===== src/umsr_regs.svh =====
// register offsets, field positions and reset values of the modem status block
// assumes a 4-bit register address with 8-bit data
`ifndef UMSR_REGS_SVH
`define UMSR_REGS_SVH

// =====================================================
// register offsets
`define UMSR_ADDR_W 4
`define UMSR_OFF_IER 4'h1
`define UMSR_OFF_ISR_FCR 4'h2
`define UMSR_OFF_LCR 4'h3
`define UMSR_OFF_MCR 4'h4
`define UMSR_OFF_LSR 4'h5
`define UMSR_OFF_MSR 4'h6
`define UMSR_OFF_SPR 4'h7
`define UMSR_OFF_EVT 4'h8
`define UMSR_OFF_MASK 4'h9

// =====================================================
// reset values
`define UMSR_RST_ZERO 8'h00
`define UMSR_RST_ISR 8'h01
`define UMSR_RST_LSR 8'h60

// =====================================================
// field positions
`define UMSR_MCR_DTR 0
`define UMSR_MCR_RTS 1
`define UMSR_MCR_USER_OUTPUT_ONE 2
`define UMSR_MCR_USER_OUTPUT_TWO 3
`define UMSR_MCR_LOOP 4
`define UMSR_MCR_AFE 5
`define UMSR_IER_MODEM 3
`define UMSR_FCR_ENABLE 0

`endif


===== src/umsr_pkg.sv =====
// types shared by the modem status block
// assumes umsr_regs.svh supplies the numeric constants
package umsr_pkg;
  typedef logic [7:0] umsr_byte_type;
  // modem lines ordered carrier, ring, data-set-ready, clear-to-send
  typedef logic [3:0] umsr_lines_type;
endpackage : umsr_pkg


===== src/umsr_modem_status.sv =====
// modem status, modem control, scratch and reset-state registers of the uart
// assumes transmitter, receiver and fifos sit outside and trade status by ports
`timescale 1ns/1ps
`default_nettype none
`include "umsr_regs.svh"

module umsr_modem_status (
  // clock and reset
  input wire logic sys_clk,
  input wire logic reset_n,
  // register port
  input wire logic [`UMSR_ADDR_W-1:0] regAddr,
  input wire logic [7:0] regWrData,
  input wire logic regWrStb,
  input wire logic regRdStb,
  output logic [7:0] regRdData,
  // modem pins, active low
  input wire logic ctsPin_n,
  input wire logic dsrPin_n,
  input wire logic dcdPin_n,
  input wire logic riPin_n,
  output logic rtsPin_n,
  output logic dtrPin_n,
  output logic userOutputOne_n,
  output logic userOutputTwo_n,
  // transmitter and receiver status
  input wire logic txSerialIn,
  input wire logic txCharBusy,
  input wire logic rxDataAvail,
  input wire logic [6:1] lineStatusIn,
  input wire logic txReadyIn,
  input wire logic rxReadyIn,
  output logic txSerialOut,
  output logic txAllow,
  output logic transmitReadyOut_n,
  output logic receiveReadyOut_n,
  // interrupts
  output logic modemIrq,
  output logic irq
);

  // =====================================================
  // register map
  // 1 interrupt enable, bit 3 lets modem changes interrupt
  // 2 read: interrupt status view; write: fifo control
  // 3 line control, stored for the character logic outside
  // 4 modem control: 0 DTR, 1 RTS, 2 and 3 user outputs, 4 loopback, 5 flow control
  // 5 line status, refreshed every cycle from the receiver and transmitter
  // 6 modem_line_status: live lines on top, change flags below
  // 7 scratch_byte
  // 8 event status, write one to clear, same layout as the change flags
  // 9 event mask for the combined irq output
  // every other address reads zero and ignores writes
  //
  // read data is registered: it stands only in the cycle after the read strobe
  // and reads zero otherwise, so a late sample sees zero rather than stale data
  //
  // the change flags and the event status are set by the same change events;
  // they differ only in how they are cleared, by a status read or by a
  // write of ones, so software may use either without racing the other
  //
  // the status read clears the flags that it reports; an event in that very
  // cycle still sets its flag, so nothing is lost between read and clear
  //
  // the synchroniser costs two cycles of latency on every modem input;
  // a pin move reaches its flag on the third edge, the interrupt with it
  //
  // loopback swaps the status source to the control bits, which may itself
  // raise change flags; software should read the status once after a switch

  // =====================================================
  // helpers
  function automatic umsr_pkg::umsr_lines_type pinsToLines(input logic [3:0] pins_n);
    pinsToLines = ~pins_n;
  endfunction : pinsToLines

  function automatic logic isAccess(input logic stb, input logic [`UMSR_ADDR_W-1:0] a,
                                    input logic [`UMSR_ADDR_W-1:0] off);
    isAccess = stb && (a == off);
  endfunction : isAccess

  // =====================================================
  // registers
  umsr_pkg::umsr_byte_type ier_reg, lcr_reg, mcr_reg, fcr_reg, spr_reg, lsr_reg;
  umsr_pkg::umsr_byte_type rdData_reg;
  logic [3:0] flags_reg, flags_next;
  logic [3:0] evt_reg, evt_next, mask_reg;
  umsr_pkg::umsr_lines_type prevLines_reg;
  logic [3:0] sync1_reg, sync2_reg;
  logic txAllow_reg, txAllow_next;
  logic rts_reg, dtr_reg, user_output_one_reg, user_output_two_reg, txd_reg, transmit_ready_out_reg, receive_ready_out_reg;
  logic modemIrq_reg, irq_reg;

  // =====================================================
  // input synchroniser; data flops carry no reset so the upper status bits stay live
  always_ff @(posedge sys_clk) begin
    sync1_reg <= {dcdPin_n, riPin_n, dsrPin_n, ctsPin_n};
    sync2_reg <= sync1_reg;
  end

  // =====================================================
  // status selection and change detection
  wire loopOn = mcr_reg[`UMSR_MCR_LOOP];
  wire umsr_pkg::umsr_lines_type pinLines = pinsToLines(sync2_reg);
  wire umsr_pkg::umsr_lines_type loopLines = {mcr_reg[`UMSR_MCR_USER_OUTPUT_TWO],
                                              mcr_reg[`UMSR_MCR_USER_OUTPUT_ONE],
                                              mcr_reg[`UMSR_MCR_DTR],
                                              mcr_reg[`UMSR_MCR_RTS]};
  wire umsr_pkg::umsr_lines_type curLines = loopOn ? loopLines : pinLines;
  wire umsr_pkg::umsr_lines_type toggled = curLines ^ prevLines_reg;
  // ring flag only when the pin rises, i.e. the inverted status falls
  wire ringRise = prevLines_reg[2] && !curLines[2];
  wire [3:0] setEv = {toggled[3], ringRise, toggled[1], toggled[0]};

  wire wrHit = regWrStb;
  wire rdMsr = isAccess(regRdStb, regAddr, `UMSR_OFF_MSR);
  wire wrEvt = isAccess(wrHit, regAddr, `UMSR_OFF_EVT);

  // set wins over the clear of the same cycle
  assign flags_next = (rdMsr ? 4'h0 : flags_reg) | setEv;
  assign evt_next = (evt_reg & ~(wrEvt ? regWrData[3:0] : 4'h0)) | setEv;

  // =====================================================
  // flow control: decision only taken between characters
  // a character already started always finishes; the gate only moves
  // while the transmitter is idle, so a stop never cuts a frame short
  // the pin is read after the synchroniser, so the stop lags the pin
  // by three cycles, far below one bit time at any usable baud rate
  wire ctsPinHigh = sync2_reg[0];
  assign txAllow_next = txCharBusy ? txAllow_reg
                      : !(mcr_reg[`UMSR_MCR_AFE] && ctsPinHigh);

  // =====================================================
  // interrupt status and read mux
  // the status view shows live lines in the upper nibble and the
  // flags in the lower one; the flags are the registered ones, so the
  // value read is the one from before the clear of the same read
  wire modemPend = |flags_reg;
  wire isrPend = modemPend && ier_reg[`UMSR_IER_MODEM];
  wire umsr_pkg::umsr_byte_type isrView = {{2{fcr_reg[`UMSR_FCR_ENABLE]}}, 5'h00, !isrPend};
  wire umsr_pkg::umsr_byte_type msrView = {curLines, flags_reg};
  umsr_pkg::umsr_byte_type rdMux;
  always_comb begin
    case (regAddr)
      `UMSR_OFF_IER: rdMux = ier_reg;
      `UMSR_OFF_ISR_FCR: rdMux = isrView;
      `UMSR_OFF_LCR: rdMux = lcr_reg;
      `UMSR_OFF_MCR: rdMux = mcr_reg;
      `UMSR_OFF_LSR: rdMux = lsr_reg;
      `UMSR_OFF_MSR: rdMux = msrView;
      `UMSR_OFF_SPR: rdMux = spr_reg;
      `UMSR_OFF_EVT: rdMux = {4'h0, evt_reg};
      `UMSR_OFF_MASK: rdMux = {4'h0, mask_reg};
      default: rdMux = 8'h00;
    endcase
  end

  // =====================================================
  // software registers
  wire wrIer = isAccess(wrHit, regAddr, `UMSR_OFF_IER);
  wire wrFcr = isAccess(wrHit, regAddr, `UMSR_OFF_ISR_FCR);
  wire wrLcr = isAccess(wrHit, regAddr, `UMSR_OFF_LCR);
  wire wrMcr = isAccess(wrHit, regAddr, `UMSR_OFF_MCR);
  wire wrSpr = isAccess(wrHit, regAddr, `UMSR_OFF_SPR);
  wire wrMask = isAccess(wrHit, regAddr, `UMSR_OFF_MASK);

  // interrupt enable; only the modem bit acts here, the rest is kept for the host
  always_ff @(posedge sys_clk) begin
    if (!reset_n) begin
      ier_reg <= `UMSR_RST_ZERO;
    end else if (wrIer) begin
      ier_reg <= regWrData;
    end
  end

  // fifo control is write-only; its enable bit shows in the status view
  always_ff @(posedge sys_clk) begin
    if (!reset_n) begin
      fcr_reg <= `UMSR_RST_ZERO;
    end else if (wrFcr) begin
      fcr_reg <= regWrData;
    end
  end

  // line control is only stored for the character logic outside
  always_ff @(posedge sys_clk) begin
    if (!reset_n) begin
      lcr_reg <= `UMSR_RST_ZERO;
    end else if (wrLcr) begin
      lcr_reg <= regWrData;
    end
  end

  // modem control: outputs, loopback and flow control enable
  always_ff @(posedge sys_clk) begin
    if (!reset_n) begin
      mcr_reg <= `UMSR_RST_ZERO;
    end else if (wrMcr) begin
      mcr_reg <= regWrData;
    end
  end

  // scratch byte, no side effects
  always_ff @(posedge sys_clk) begin
    if (!reset_n) begin
      spr_reg <= `UMSR_RST_ZERO;
    end else if (wrSpr) begin
      spr_reg <= regWrData;
    end
  end

  // mask of the combined interrupt
  always_ff @(posedge sys_clk) begin
    if (!reset_n) begin
      mask_reg <= 4'h0;
    end else if (wrMask) begin
      mask_reg <= regWrData[3:0];
    end
  end

  // =====================================================
  // status, flags and read data
  // change flags
  always_ff @(posedge sys_clk) begin
    if (!reset_n) begin
      flags_reg <= 4'h0;
    end else begin
      flags_reg <= flags_next;
    end
  end

  // event status, cleared by writing ones
  always_ff @(posedge sys_clk) begin
    if (!reset_n) begin
      evt_reg <= 4'h0;
    end else begin
      evt_reg <= evt_next;
    end
  end

  // previous lines; reset to inactive, so a line other than ring already active at release flags once
  always_ff @(posedge sys_clk) begin
    if (!reset_n) begin
      prevLines_reg <= 4'h0;
    end else begin
      prevLines_reg <= curLines;
    end
  end

  // line status copy
  always_ff @(posedge sys_clk) begin
    if (!reset_n) begin
      lsr_reg <= `UMSR_RST_LSR;
    end else begin
      lsr_reg <= {1'b0, lineStatusIn, rxDataAvail};
    end
  end

  // read data, zero outside the answer cycle
  always_ff @(posedge sys_clk) begin
    if (!reset_n) begin
      rdData_reg <= 8'h00;
    end else begin
      rdData_reg <= regRdStb ? rdMux : 8'h00;
    end
  end

  // =====================================================
  // pin outputs; loopback parks the modem outputs inactive and the line idle
  // request to send
  always_ff @(posedge sys_clk) begin
    if (!reset_n) begin
      rts_reg <= 1'b1;
    end else begin
      rts_reg <= loopOn || !mcr_reg[`UMSR_MCR_RTS];
    end
  end

  // data terminal ready
  always_ff @(posedge sys_clk) begin
    if (!reset_n) begin
      dtr_reg <= 1'b1;
    end else begin
      dtr_reg <= loopOn || !mcr_reg[`UMSR_MCR_DTR];
    end
  end

  // user_output_one
  always_ff @(posedge sys_clk) begin
    if (!reset_n) begin
      user_output_one_reg <= 1'b1;
    end else begin
      user_output_one_reg <= loopOn || !mcr_reg[`UMSR_MCR_USER_OUTPUT_ONE];
    end
  end

  // user_output_two
  always_ff @(posedge sys_clk) begin
    if (!reset_n) begin
      user_output_two_reg <= 1'b1;
    end else begin
      user_output_two_reg <= loopOn || !mcr_reg[`UMSR_MCR_USER_OUTPUT_TWO];
    end
  end

  // serial line; idle high in loopback so the far side sees no frame
  always_ff @(posedge sys_clk) begin
    if (!reset_n) begin
      txd_reg <= 1'b1;
    end else begin
      txd_reg <= loopOn || txSerialIn;
    end
  end

  // receive-ready output
  always_ff @(posedge sys_clk) begin
    if (!reset_n) begin
      receive_ready_out_reg <= 1'b1;
    end else begin
      receive_ready_out_reg <= !rxReadyIn;
    end
  end

  // transmit-ready output
  always_ff @(posedge sys_clk) begin
    if (!reset_n) begin
      transmit_ready_out_reg <= 1'b0;
    end else begin
      transmit_ready_out_reg <= !txReadyIn;
    end
  end

  // transmit gate
  always_ff @(posedge sys_clk) begin
    if (!reset_n) begin
      txAllow_reg <= 1'b1;
    end else begin
      txAllow_reg <= txAllow_next;
    end
  end

  // modem interrupt, from the next flags so it rises with them
  always_ff @(posedge sys_clk) begin
    if (!reset_n) begin
      modemIrq_reg <= 1'b0;
    end else begin
      modemIrq_reg <= |flags_next && ier_reg[`UMSR_IER_MODEM];
    end
  end

  // combined interrupt from the masked event status
  always_ff @(posedge sys_clk) begin
    if (!reset_n) begin
      irq_reg <= 1'b0;
    end else begin
      irq_reg <= |(evt_next & mask_reg);
    end
  end

  // =====================================================
  // outputs, each straight from its flip-flop

  assign regRdData = rdData_reg;
  assign rtsPin_n = rts_reg;
  assign dtrPin_n = dtr_reg;
  assign userOutputOne_n = user_output_one_reg;
  assign userOutputTwo_n = user_output_two_reg;
  assign txSerialOut = txd_reg;
  assign txAllow = txAllow_reg;
  assign transmitReadyOut_n = transmit_ready_out_reg;
  assign receiveReadyOut_n = receive_ready_out_reg;
  assign modemIrq = modemIrq_reg;
  assign irq = irq_reg;

endmodule : umsr_modem_status
`default_nettype wire


===== config.mk =====
export PLATFORM = sky130hd
export DESIGN_NAME = umsr_modem_status
export DESIGN_NICKNAME = d
export VERILOG_FILES = /design/src/umsr_pkg.sv /design/src/umsr_modem_status.sv
export VERILOG_INCLUDE_DIRS = /design/src
export SDC_FILE = /design/constraint.sdc
export NUM_CORES = 1
export LEC_CHECK = 0
export ABC_CLOCK_PERIOD_IN_PS = 2800
export CORE_UTILIZATION = 35
export CTS_CLUSTER_DIAMETER = 60
export DETAILED_ROUTE_END_ITERATION = 8
export DONT_BUFFER_PORTS = 1
export GPL_ROUTABILITY_DRIVEN = 0
export HOLD_SLACK_MARGIN = 0.05
export PLACE_DENSITY = 0.54
export SLEW_MARGIN = 30
export SYNTH_ARGS = -nofsm -noshare
export SYNTH_HDL_FRONTEND = slang
export SYNTH_SLANG_ARGS = --single-unit

===== constraint.sdc =====
create_clock -name sys_clk -period 2.8 [get_ports sys_clk]
set_input_delay 0 -clock sys_clk [delete_from_list [all_inputs] [get_ports sys_clk]]
set_output_delay 0 -clock sys_clk [all_outputs]
set_load 0.05 [all_outputs]

==> flow_metrics.env <==
export IMPL_status="complete, no violations"
export IMPL_post_route_period_util=0.807
export IMPL_synth_nets=386
export IMPL_areaGrowthSynthToFinish_pct=16.8
export IMPL_die_area_um2=10400
export IMPL_synth_compound_gate_area_share=0.0938
export IMPL_die_h_um=102
export IMPL_power_frac_clock=0.359
export IMPL_numPortBuffers=0
export IMPL_grt_usage=0.193
export IMPL_slew_violations=0
export IMPL_switchingPower_uw=576
export IMPL_slew_headroom=0.426
export IMPL_grt_antenna_before_repair=0
export IMPL_finalWirelength_mm=9.16
export IMPL_grt_pass1_vias=2601
export IMPL_die_x_um=102
export IMPL_yosysTopAreaCell="dfxtp_1"
export IMPL_dp_hpwl_mm=5.69
export IMPL_netlist_instances=355
export IMPL_hold_viol_final=0
export IMPL_cts_made_buffers=9
export IMPL_p_int_mw=1.67
export IMPL_setup_viol=0
export IMPL_finalPower_mw=2.25
export IMPL_drcViolationCount=0
export IMPL_fin_nets=412
export IMPL_postCtsSetupBuffers=0
export IMPL_clock_sinks=82
export IMPL_drt_iter0_drc=111
export IMPL_endpoint_kind="flip-flop"
export IMPL_yosysTopAreaCellShare=0.468
export IMPL_r2r_cells=5
export IMPL_synth_top_family_by_area="simple AND/OR/NAND/NOR gates"
export IMPL_dr_pass1_iters=4
export IMPL_synthFlopType="dfxtp_1"
export IMPL_synth_fa_ha_area_frac=0
export IMPL_synth_edf_count=0
export IMPL_path_max_fanout=20
export IMPL_syn_area_per_cell_um2=9.88
export IMPL_routedWlPerCell_um=17.7
export IMPL_synth_seq_cells=82
export IMPL_htreeDepth=3
export IMPL_drt_vias_per_instance=4.89
export IMPL_sequentialPowerShare=0.551
export IMPL_async_flop_share=0
export IMPL_max_freq_mhz=442
export IMPL_clk_latency_ns=0.37
export IMPL_fin_crit_ns=2.26
export IMPL_path_class="input port to flip-flop"
export IMPL_ir_worst_vdd_mv=0.435
export IMPL_overflow=0
export IMPL_drv_cap=0
export IMPL_cts_tree="done"
export IMPL_pin_count=49
export IMPL_root_buffer="clkbuf_8"
export IMPL_grt_start_max_net_pins=65
export IMPL_clk_pin_slew_ns=0.09
export IMPL_cts_path_max_buffers=2
export IMPL_antenna_left=0
export IMPL_power_density_nw_per_um2=548
export IMPL_yosys_top_cells_count="dfxtp_1, mux2i_1, nand2_1"
export IMPL_crit_required_ns=3.06
export IMPL_yosysWarnings=0
export IMPL_core_um2=9730
export IMPL_antenna_cells=0
export IMPL_start_kind="input port"
export IMPL_clock_skew_ns=0.0101
export IMPL_drive_above_1_share=0.0779
export IMPL_p_leak_nw=1.44
export IMPL_tightestPinTransition_ns=0.858
export IMPL_holdPathStages=3
export IMPL_synth_xor_area_frac=0.00749
export IMPL_swShare=0.256
export IMPL_worstPathArrival_ns=2.52
export IMPL_grt_pass1_wl_mm=14.5
export IMPL_yosysUniqueCellTypes=43
export IMPL_yosysMostFrequentCell="dfxtp_1"
export IMPL_synth_area_leaders="dfxtp_1, mux2i_1, nor2b_1, nand2_1, and2_1"
export IMPL_synth_simple_gate_area_share=0.213
export IMPL_rows=36
export IMPL_ys_seq_area_frac=0.468
export IMPL_initial_core_util=0.361
export IMPL_vias=2534
export IMPL_synthMuxAreaShare=0.174
export IMPL_min_path_type="input port to flip-flop"
export IMPL_netlist_area_um2=3510
export IMPL_p_comb_frac=0.090
export IMPL_rsz0062_at_grt="false"
export IMPL_tns_ns=0
layer usage:
metal	wire length [µm]	track usage
met1	4450	0.259
met3	538	0.0643
met5	0	0
met2	3970	0.283
met4	205	0.0802
worst max-delay path: stages:
cell and delay [ns]:
dlygate4sd3_1 0.86, nor4_2 0.65, a21boi_1 0.16, nand2b_1 0.16, and2_1 0.15, dlygate4sd3_1 0.54
power groups by stage:
stage | Combinational, mW | Clock (mW) | Sequential (mW)
finish | 0.201 | 0.807 | 1.24
global route | 0.218 | 0.873 | 1.24
floorplan | 0.131 | 0 | 1.26
global placement | 0.117 | 0 | 1.27
detailed placement | 0.118 | 0 | 1.27
CTS | 0.200 | 0.827 | 1.24
metrics by stage:
step / util / worst slack [ns] / hold slack, ns / instance area, µm² / instances
CTS: 0.421 / 0.592 / 0.0511 / 4100 / 518
finish: 0.421 / 0.539 / 0.0702 / 4100 / 518
detailed placement: 0.364 / 1.07 / 0.0278 / 3540 / 466
global placement: 0.364 / 1.16 / 0.0278 / 3540 / 466
global route: 0.421 / 0.432 / 0.0927 / 4100 / 518
floorplan: - / 1.43 / 0.0277 / 3510 / 355
layout by cell type, fill, tap and decap left out, types with 2 or more instances in the layout:
cell type      instances
clkbuf_8              11
a22o_1                 2
and3_1                 2
dfxtp_1               82
nand2_1               46
mux2i_1               46
a21oi_1               11
clkinvlp_4             2
a221oi_1               3
a21boi_1               9
nor2b_1               37
and2_1                12
a31oi_1                5
mux2_2                 4
o21ai_0                3
dlygate4sd3_1         36
a32oi_1                2
xnor2_1                3
mux2i_4                2
nor2_1                 9
o21ai_1                2
nand2b_1               7
nand3b_1               3
nand3_1               14
o22ai_1                3
a21boi_0               5
inv_1                  5
mux4_2                 2
worst paths after layout:
kind	slack, ns	end	start
worst max-delay path	0.54	evt_reg[0]	regAddr[0]
worst max register to register	0.67	evt_reg[0]	mcr_reg[4]
worst min register to register	0.34	sync2_reg[1]	sync1_reg[1]
worst min-delay path	0.07	lcr_reg[5]	regWrStb
cell families (layout without fill, tap and decap cells):
logic type	count (synthesis)	after routing
buffers and inverters	27	57
AO/OA/AOI/OAI	48	48
AND/OR/NAND/NOR	140	140
flip-flops	82	82
XOR/XNOR	3	3
multiplexers	55	55
repair_timing:
action,in CTS,in global routing
setup endpoints to repair,0,0
hold buffers,37,0
hold endpoints to repair,78,0
gates resized for setup,0,0
area by class of cell:
class	instances	area [µm²]
Multi-Input combinational cell	246	1710
Clock buffer	12	155
Inverter	5	18.8
Fill cell	978	5630
Timing Repair Buffer	37	380
Clock inverter	3	23.8
Sequential cell	82	1640
Tap cell	133	166
No activity file was read; power rests on OpenSTA's default activity.
